--- config.mk ---
export PLATFORM = sky130hd
export DESIGN_NAME = host_access_port
export DESIGN_NICKNAME = d
export VERILOG_FILES = /design/src/rtl/host_port_pkg.sv /design/src/rtl/host_access_port.sv
export VERILOG_INCLUDE_DIRS = /design/src /design/src/rtl
export SDC_FILE = /design/constraint.sdc
export NUM_CORES = 1
export LEC_CHECK = 0
export ABC_AREA = 1
export BUFFER_PORTS_ARGS = -buffer_cell sky130_fd_sc_hd__buf_2
export CORE_MARGIN = 2
export CORE_UTILIZATION = 63
export CTS_CLUSTER_SIZE = 25
export DETAILED_ROUTE_END_ITERATION = 10
export PLACE_DENSITY = 0.86
export SYNTH_ARGS = -nofsm -noshare
export SYNTH_HDL_FRONTEND = slang
export SYNTH_SLANG_ARGS = --single-unit
export TNS_END_PERCENT = 50
--- constraint.sdc ---
create_clock -name core_clk -period 3.05 [get_ports core_clk]
set_input_delay 0.1525 -clock core_clk [delete_from_list [all_inputs] [get_ports core_clk]]
set_output_delay 0.1525 -clock core_clk [all_outputs]
set_load 0.01 [all_outputs]
--- src/rtl/host_port_cfg.svh ---
// How it works
// - pending host request sampled entering fourth quarter; memory cycle starts next first quarter
// - a request arriving after that sample waits for the next fourth quarter
// - read: ready rises at second quarter, data latch strobe rises at fourth quarter
// - block mode: next sequential read starts when host withdraws current read
// - block mode: each release of read strobe or select after a read launches a new prefetch
// - read with host address equal to prefetched address gives ready at once
// - read-modify-write mode: read of addressed location starts when host write ends
// - register reads suppress transfer/output-enable and column strobes
// - register reads enable outbound buffer direction
// - internal registers reachable in every access mode, except a register read at the prefetched address, which the prefetch answers
// - write with no write pending gets ready at second quarter of its memory cycle, two cycles after it is recognised
// - second write waits for ready until previous memory write finishes
// - inbound buffer direction active during every host write
// - write: ready at second quarter, memory write completes at fourth quarter
`ifndef HOST_PORT_CFG_SVH
`define HOST_PORT_CFG_SVH
`define ADDR_W        30
`define ADDR_STEP     30'h0000001
`define MODE_RANDOM   2'h0
`define MODE_BLOCK    2'h1
`define MODE_RMW      2'h2
`endif

--- src/rtl/host_port_pkg.sv ---
package host_port_pkg;
  typedef enum logic [1:0] {Q1, Q2, Q3, Q4} quarter_t;
  typedef enum logic [2:0] {IDLE, RD_CYC, WR_CYC, PF_CYC, HOLD} port_state_t;
endpackage
--- src/rtl/host_access_port.sv ---
`timescale 1ns/1ps
`include "host_port_cfg.svh"
module host_access_port #(
  parameter int ADDR_W = `ADDR_W
) (
  // clock and reset
  input  wire logic              core_clk,
  input  wire logic              rst_n,
  // host handshake
  input  wire logic              host_select_n,
  input  wire logic              host_read_strobe_n,
  input  wire logic [ADDR_W-1:0] host_addr,
  input  wire logic              host_is_reg,
  input  wire logic [1:0]        access_mode,
  output logic                   host_ready,
  output logic                   host_data_latch_strobe,
  // buffer and memory controls
  output logic                   buffer_dir_outbound,
  output logic                   buffer_dir_inbound,
  output logic                   transfer_output_enable_n,
  output logic                   column_strobe_n,
  output logic                   local_addr_latch_n,
  output logic                   host_latch_output_enable_n,
  output logic [ADDR_W-1:0]      mem_addr
);

  if (ADDR_W < 2 || ADDR_W > 32) begin : g_addr_w_chk
    $error("host_access_port: ADDR_W out of range");
  end

  ////////////////////////////////////////////////////////////////////////////////
  host_port_pkg::quarter_t    q_r;
  host_port_pkg::port_state_t st_r;
  logic              req_r;        // request captured at fourth quarter
  logic              req_wr_r;
  logic              req_reg_r;
  logic [ADDR_W-1:0] req_addr_r;
  logic              active_d_r;   // host request seen last cycle
  logic              was_wr_r;
  logic [ADDR_W-1:0] pf_addr_r;
  logic              pf_valid_r;
  logic              pf_pend_r;
  logic              cyc_wr_r;
  logic              cyc_reg_r;
  logic              wr_busy_r;
  logic              host_active;
  logic              host_wr;
  logic              withdraw;
  logic              pf_hit;
  logic              early_q;

  assign host_active = !host_select_n;
  assign host_wr     = host_read_strobe_n;
  // either a change of the read strobe or the select going away ends the request
  assign withdraw    = active_d_r && (host_select_n || host_read_strobe_n != was_wr_r);
  // registered strobes lag a cycle, so driving them from q1/q2 makes them low in q2/q3
  // and already back high when the fourth quarter begins
  assign early_q     = q_r == host_port_pkg::Q1 || q_r == host_port_pkg::Q2;
  assign pf_hit      = host_active && !host_wr && pf_valid_r && (host_addr == pf_addr_r);

  ////////////////////////////////////////////////////////////////////////////////
  always_ff @(posedge core_clk) begin
    if (!rst_n) q_r <= host_port_pkg::Q1;
    else begin
      unique case (q_r)
        host_port_pkg::Q1: q_r <= host_port_pkg::Q2;
        host_port_pkg::Q2: q_r <= host_port_pkg::Q3;
        host_port_pkg::Q3: q_r <= host_port_pkg::Q4;
        host_port_pkg::Q4: q_r <= host_port_pkg::Q1;
      endcase
    end
  end

  always_ff @(posedge core_clk) begin
    if (!rst_n) begin
      active_d_r <= 1'b0;
      was_wr_r   <= 1'b0;
    end else begin
      active_d_r <= host_active;
      was_wr_r   <= host_wr;
    end
  end

  // sampling only on entry to the fourth quarter; later arrivals wait a full round
  always_ff @(posedge core_clk) begin
    if (!rst_n) begin
      req_r      <= 1'b0;
      req_wr_r   <= 1'b0;
      req_reg_r  <= 1'b0;
      req_addr_r <= '0;
    end else if (q_r == host_port_pkg::Q3) begin
      req_r      <= host_active && st_r == host_port_pkg::IDLE && !host_ready && !pf_hit;
      req_wr_r   <= host_wr;
      req_reg_r  <= host_is_reg;
      req_addr_r <= host_addr;
    end else if (q_r == host_port_pkg::Q4) begin
      req_r      <= 1'b0;
    end
  end

  // prefetch bookkeeping for block and read-modify-write modes
  always_ff @(posedge core_clk) begin
    if (!rst_n) begin
      pf_pend_r  <= 1'b0;
      pf_addr_r  <= '0;
      pf_valid_r <= 1'b0;
    end else if (withdraw && !was_wr_r && access_mode == `MODE_BLOCK) begin
      pf_pend_r  <= 1'b1;
      pf_addr_r  <= mem_addr + ADDR_W'(`ADDR_STEP);
      pf_valid_r <= 1'b0;
    end else if (withdraw && was_wr_r && access_mode == `MODE_RMW) begin
      pf_pend_r  <= 1'b1;
      pf_addr_r  <= mem_addr;
      pf_valid_r <= 1'b0;
    end else if (st_r == host_port_pkg::PF_CYC && q_r == host_port_pkg::Q4) begin
      pf_pend_r  <= 1'b0;
      pf_valid_r <= 1'b1;
    end else if (st_r == host_port_pkg::WR_CYC) begin
      pf_valid_r <= 1'b0;
    end
  end

  ////////////////////////////////////////////////////////////////////////////////
  always_ff @(posedge core_clk) begin
    if (!rst_n) begin
      st_r      <= host_port_pkg::IDLE;
      cyc_wr_r  <= 1'b0;
      cyc_reg_r <= 1'b0;
      mem_addr  <= '0;
    end else if (q_r == host_port_pkg::Q4) begin
      unique case (st_r)
        host_port_pkg::IDLE: begin
          if (req_r) begin
            st_r      <= req_wr_r ? host_port_pkg::WR_CYC : host_port_pkg::RD_CYC;
            cyc_wr_r  <= req_wr_r;
            cyc_reg_r <= req_reg_r;
            mem_addr  <= req_addr_r;
          end else if (pf_pend_r) begin
            st_r      <= host_port_pkg::PF_CYC;
            cyc_wr_r  <= 1'b0;
            cyc_reg_r <= 1'b0;
            mem_addr  <= pf_addr_r;
          end
        end
        host_port_pkg::RD_CYC,
        host_port_pkg::WR_CYC,
        host_port_pkg::PF_CYC: st_r <= host_port_pkg::IDLE;
        host_port_pkg::HOLD:   st_r <= host_port_pkg::IDLE;
      endcase
    end
  end

  // a write is outstanding from its ready until its memory cycle ends at fourth quarter
  always_ff @(posedge core_clk) begin
    if (!rst_n) wr_busy_r <= 1'b0;
    else if (st_r == host_port_pkg::WR_CYC && q_r == host_port_pkg::Q4) wr_busy_r <= 1'b0;
    else if (st_r == host_port_pkg::WR_CYC && q_r == host_port_pkg::Q1) wr_busy_r <= 1'b1;
  end

  ////////////////////////////////////////////////////////////////////////////////
  always_ff @(posedge core_clk) begin
    if (!rst_n) host_ready <= 1'b0;
    else if (host_select_n) host_ready <= 1'b0;
    else if (pf_hit) host_ready <= 1'b1;
    else if (q_r == host_port_pkg::Q1 && (st_r == host_port_pkg::RD_CYC ||
             (st_r == host_port_pkg::WR_CYC && !wr_busy_r))) host_ready <= 1'b1;
  end

  always_ff @(posedge core_clk) begin
    if (!rst_n) host_data_latch_strobe <= 1'b0;
    else host_data_latch_strobe <= q_r == host_port_pkg::Q3 &&
      (st_r == host_port_pkg::RD_CYC || st_r == host_port_pkg::PF_CYC);
  end

  always_ff @(posedge core_clk) begin
    if (!rst_n) begin
      buffer_dir_outbound        <= 1'b0;
      buffer_dir_inbound         <= 1'b0;
      transfer_output_enable_n   <= 1'b1;
      column_strobe_n            <= 1'b1;
      local_addr_latch_n         <= 1'b1;
      host_latch_output_enable_n <= 1'b1;
    end else begin
      buffer_dir_outbound <= (st_r == host_port_pkg::RD_CYC) && cyc_reg_r && q_r != host_port_pkg::Q4;
      buffer_dir_inbound  <= (st_r == host_port_pkg::WR_CYC) && q_r != host_port_pkg::Q4;
      transfer_output_enable_n <= !((st_r == host_port_pkg::RD_CYC || st_r == host_port_pkg::PF_CYC)
                                    && !cyc_reg_r && q_r != host_port_pkg::Q4);
      // memory stays silent for register cycles; strobes return high at fourth quarter
      column_strobe_n <= !(st_r != host_port_pkg::IDLE && st_r != host_port_pkg::HOLD && !cyc_reg_r
                           && early_q);
      local_addr_latch_n <= !(st_r == host_port_pkg::WR_CYC && early_q);
      host_latch_output_enable_n <= !(st_r == host_port_pkg::WR_CYC && early_q);
    end
  end

  ////////////////////////////////////////////////////////////////////////////////
  a_quarter_order: assert property (@(posedge core_clk) disable iff (!rst_n)
    q_r == host_port_pkg::Q4 |=> q_r == host_port_pkg::Q1) else $error("quarter order broken");
  a_cycle_start: assert property (@(posedge core_clk) disable iff (!rst_n)
    $rose(st_r != host_port_pkg::IDLE) |-> q_r == host_port_pkg::Q1) else $error("cycle not at Q1");
  a_late_wait: assert property (@(posedge core_clk) disable iff (!rst_n)
    $changed(req_r) && req_r |-> $past(q_r) == host_port_pkg::Q3) else $error("sample off Q4");
  a_rd_strobe: assert property (@(posedge core_clk) disable iff (!rst_n)
    host_data_latch_strobe |-> $past(st_r) != host_port_pkg::IDLE && q_r == host_port_pkg::Q4)
    else $error("latch strobe off Q4");
  a_reg_silent: assert property (@(posedge core_clk) disable iff (!rst_n)
    buffer_dir_outbound |-> transfer_output_enable_n && column_strobe_n)
    else $error("memory driven on reg read");
  a_reg_outbound: assert property (@(posedge core_clk) disable iff (!rst_n)
    st_r == host_port_pkg::RD_CYC && cyc_reg_r && q_r == host_port_pkg::Q1 |=> buffer_dir_outbound)
    else $error("outbound not enabled");
  a_wr_inbound: assert property (@(posedge core_clk) disable iff (!rst_n)
    st_r == host_port_pkg::WR_CYC && q_r == host_port_pkg::Q1 |=> buffer_dir_inbound [*3])
    else $error("inbound dropped");
  a_wr_end: assert property (@(posedge core_clk) disable iff (!rst_n)
    st_r == host_port_pkg::WR_CYC && q_r == host_port_pkg::Q4 |-> local_addr_latch_n
    && host_latch_output_enable_n && column_strobe_n) else $error("write not ended at Q4");
  a_pf_hit: assert property (@(posedge core_clk) disable iff (!rst_n)
    pf_hit && !host_select_n |=> host_ready || host_select_n) else $error("prefetch hit waited");
  a_rmw_fetch: assert property (@(posedge core_clk) disable iff (!rst_n)
    withdraw && was_wr_r && access_mode == `MODE_RMW |=> pf_pend_r) else $error("rmw no read");

  c_read:   cover property (@(posedge core_clk) disable iff (!rst_n) st_r == host_port_pkg::RD_CYC);
  c_write:  cover property (@(posedge core_clk) disable iff (!rst_n) st_r == host_port_pkg::WR_CYC);
  c_pf:     cover property (@(posedge core_clk) disable iff (!rst_n) pf_hit);
  c_regrd:  cover property (@(posedge core_clk) disable iff (!rst_n) buffer_dir_outbound);

endmodule // host_access_port

==> metrics <==
Worst Setup End Kind=register; post-route minimum period=2010 ps; row count=34; xor/xnor share of the synthesized area=4.39%; Tcrit/Tclk final=65.8%; adder and majority cell fraction of the synthesized area=1.08%; die width=99.9 µm; register area=2200 µm²; final cell count without fillers=1052; type of the worst min-delay path=in -> reg; Total Routing Usage GR=30.1%; largest family of logic cells by synthesized area=simple AND/OR/NAND/NOR gates; Hold EP=req_addr_r[3]$_SDFFE_PN0P_; vias in the first global route=5228; #FFs+latches synth=110; Crit Path Category=reg -> reg; core area=8810 µm²; CTS tree=yes; PwrDens=476 nW/µm²; DRC errors left=0; MaxCap Viol Count=0; cts hold-fix bufs=3; syn_nets=925; IO buf count=74; Syn. warnings=0; worst path arrival time=2280 ps; DR WL/cell=13.7 µm; initial core utilization=65.7%; Clock Pin Slew Worst Setup and Hold Paths=110 ps; outcome=finished clean; cell count after placement=1033; Multi-input gate area=2980 µm²; post-cts gate resize count=0; Total Power=3050 µW; leakage=0.00285 µW; Skew-Pair Late Insertion Delay=390 ps; post-synthesis mux area share=0%; FF-to-FF setup slack=1040 ps; final setup TNS=0 ps; WP data required=3320 ps; Mapped Cells=883; CTS buffer count=9; FF-to-FF End=st_r[1]$_SDFFE_PN0P_; Die ar.=9970 µm²; I/O pin count=75; initial antenna violation count=0; worst slew pin tran=961 ps; H-tree Lvls=3; Ant. Diodes=0; Slew Limit Fails=0; worst reg2reg startpoint=req_r$_SDFFE_PN0P_; CP Max Fanout=25; fin nets=981; Worst Setup Start Kind=register; HP Start=host_addr[3]; RSZ-0062 raised after global routing=no; remaining global-route overflow=0; slew margin rel.=35.9%; Initial DRT Pass Iterations=5; Simple-Gate Fraction of Synth Area=30.1%; number of synthesized flops with an enable pin=0; post-CTS setup buffers=0; DRT Wirelength=14.4 mm; mapped cell area=5790 µm²; via count=5675; worst vdd ir=0.394 mV; Worst R2R Path Depth=3; largest net degree at the start of global routing=74; Starting DRT DRC Count=429; Fin. Hold Viols=0; Die Ht=99.9 µm; post-synthesis compound-gate area fraction=15.8%; Max Clock Skew=17.4 ps; clk buf depth=2; gpl congestion=0.989; fraction of registers with async set/reset=0%; fraction of layout cells with a size suffix above 1=12.9%; post-synth cell types=34; first-pass GRT wire length=24.4 mm; filler instances=746; Setup Viol. Count Final=0; Top FF cell, synth=dfxtp_1; Max Fclk=499 MHz; detailed placer's ending HPWL=10.0 mm; routed vias/inst=5.39; CTS Root Cell=clkbuf_8; CTS Sinks=110; synthesized area per cell=6.56 µm²; Area Growth Syn to Fin=10.6%; hold depth=3; antenna-violating nets left=0; Seq/Total Area, Yosys=38.0%
-- layout make-up --
type | count | share of cell area (%)
clock buffers | 10 | 2.15
repair buffers | 85 | 7.19
well taps | 108 | 2.11
flip-flops and latches | 110 | 34.4
clock inverters | 6 | 0.977
inverters | 114 | 6.68
multi-input cells | 619 | 46.5
-- layer usage --
layer / up-vias / track usage [%] / wire (µm)
met1: 2547 / 39.8 / 6440
met4: 0 / 9.06 / 266
met5: - / 0 / 0
met2: 209 / 51.2 / 6810
li1: 2895 / - / -
met3: 24 / 4.39 / 898
-- cells in the mapped netlist, types with 3 or more instances --
master / n / area (µm²)
nand2_1: 255 / 957
dfxtp_1: 110 / 2200
inv_1: 109 / 409
nor2_1: 92 / 345
o21ai_0: 81 / 405
a21oi_1: 54 / 270
nand3_1: 28 / 140
a31oi_1: 25 / 156
clkbuf_1: 25 / 93.8
xnor2_1: 16 / 140
xor2_1: 13 / 114
nand3b_1: 12 / 90.1
buf_2: 9 / 45.0
nor2_2: 6 / 37.5
ha_1: 5 / 62.6
inv_2: 5 / 18.8
nor3_1: 5 / 25.0
nor2_4: 4 / 45.0
o211ai_1: 4 / 30.0
o21ai_1: 4 / 20.0
buf_4: 3 / 22.5
nand3_2: 3 / 30.0
-- kinds of logic (layout without fill, tap and decap cells) --
| family | Yosys count | after routing |
|---|---|---|
| simple gates | 413 | 413 |
| compound gates | 172 | 172 |
| buf+inv | 154 | 215 |
| flops | 110 | 110 |
| xor+xnor | 29 | 29 |
| fa+ha+maj | 5 | 5 |
-- per-stage QoR --
step	cell area [µm²]	worst slack, ps	util, %	hold WS [ps]
after floorplan	5790	1510	-	236
after global placement	6170	1180	70.1	379
after detailed placement	6170	1090	70.1	381
after CTS	6400	1080	72.7	3.45
after global routing	6400	918	72.7	11.6
final	6400	1040	72.7	9.42
-- flip-flops by register name, summed over array words and instances, names as in the netlist --
name and flops:
active_d_r 1, buffer_dir_inbound 1, buffer_dir_outbound 1, column_strobe_n 1
cyc_reg_r 1, host_data_latch_strobe 1, host_latch_output_enable_n 1, host_ready 1
mem_addr 30, pf_addr_r 30, pf_pend_r 1, pf_valid_r 1
q_r 2, req_addr_r 30, req_r 1, req_reg_r 1
req_wr_r 1, st_r 2, transfer_output_enable_n 1, was_wr_r 1
wr_busy_r 1
-- report_power, final --
| part | internal (µW) | leakage (µW) | switching, µW | total [µW] |
|---|---|---|---|---|
| registers | 1580 | 0.000893 | 97.5 | 1670 |
| clock network | 343 | 0.000103 | 537 | 880 |
| logic | 167 | 0.00186 | 329 | 496 |
-- worst max-delay path: stages (launching register included) --
cell     delay (ps)
dfxtp_1         790
inv_1           660
o21ai_0         340
o22ai_1         110
-- worst max path at each step --
stage / startpoint / end / depth (start not counted) / slack [ps]
after floorplan: mem_addr[0]$_SDFFE_PN0P_ / pf_addr_r[18]$_SDFFE_PN0P_ / 12 / 1510
after global placement: req_r$_SDFFE_PN0P_ / st_r[1]$_SDFFE_PN0P_ / 3 / 1180
after detailed placement: req_r$_SDFFE_PN0P_ / st_r[1]$_SDFFE_PN0P_ / 3 / 1090
after CTS: req_r$_SDFFE_PN0P_ / mem_addr[5]$_SDFFE_PN0P_ / 6 / 1080
after global routing: req_r$_SDFFE_PN0P_ / mem_addr[5]$_SDFFE_PN0P_ / 6 / 920
final: req_r$_SDFFE_PN0P_ / st_r[1]$_SDFFE_PN0P_ / 3 / 1040
-- cell usage in the layout (no fill, tap or decap), drive strengths merged, types with 6 or more instances in the layout --
master / synthesis / routed
a21oi: 54 / 54
nor2: 102 / 102
buf: 15 / 82
nand3b: 12 / 12
clkbuf: 25 / 10
a31oi: 25 / 25
nor3: 6 / 6
nand3: 32 / 32
xnor2: 16 / 16
o21ai: 85 / 85
dfxtp: 110 / 110
inv: 114 / 118
nand2: 258 / 258
xor2: 13 / 13
(Power assumes the default switching activity.)
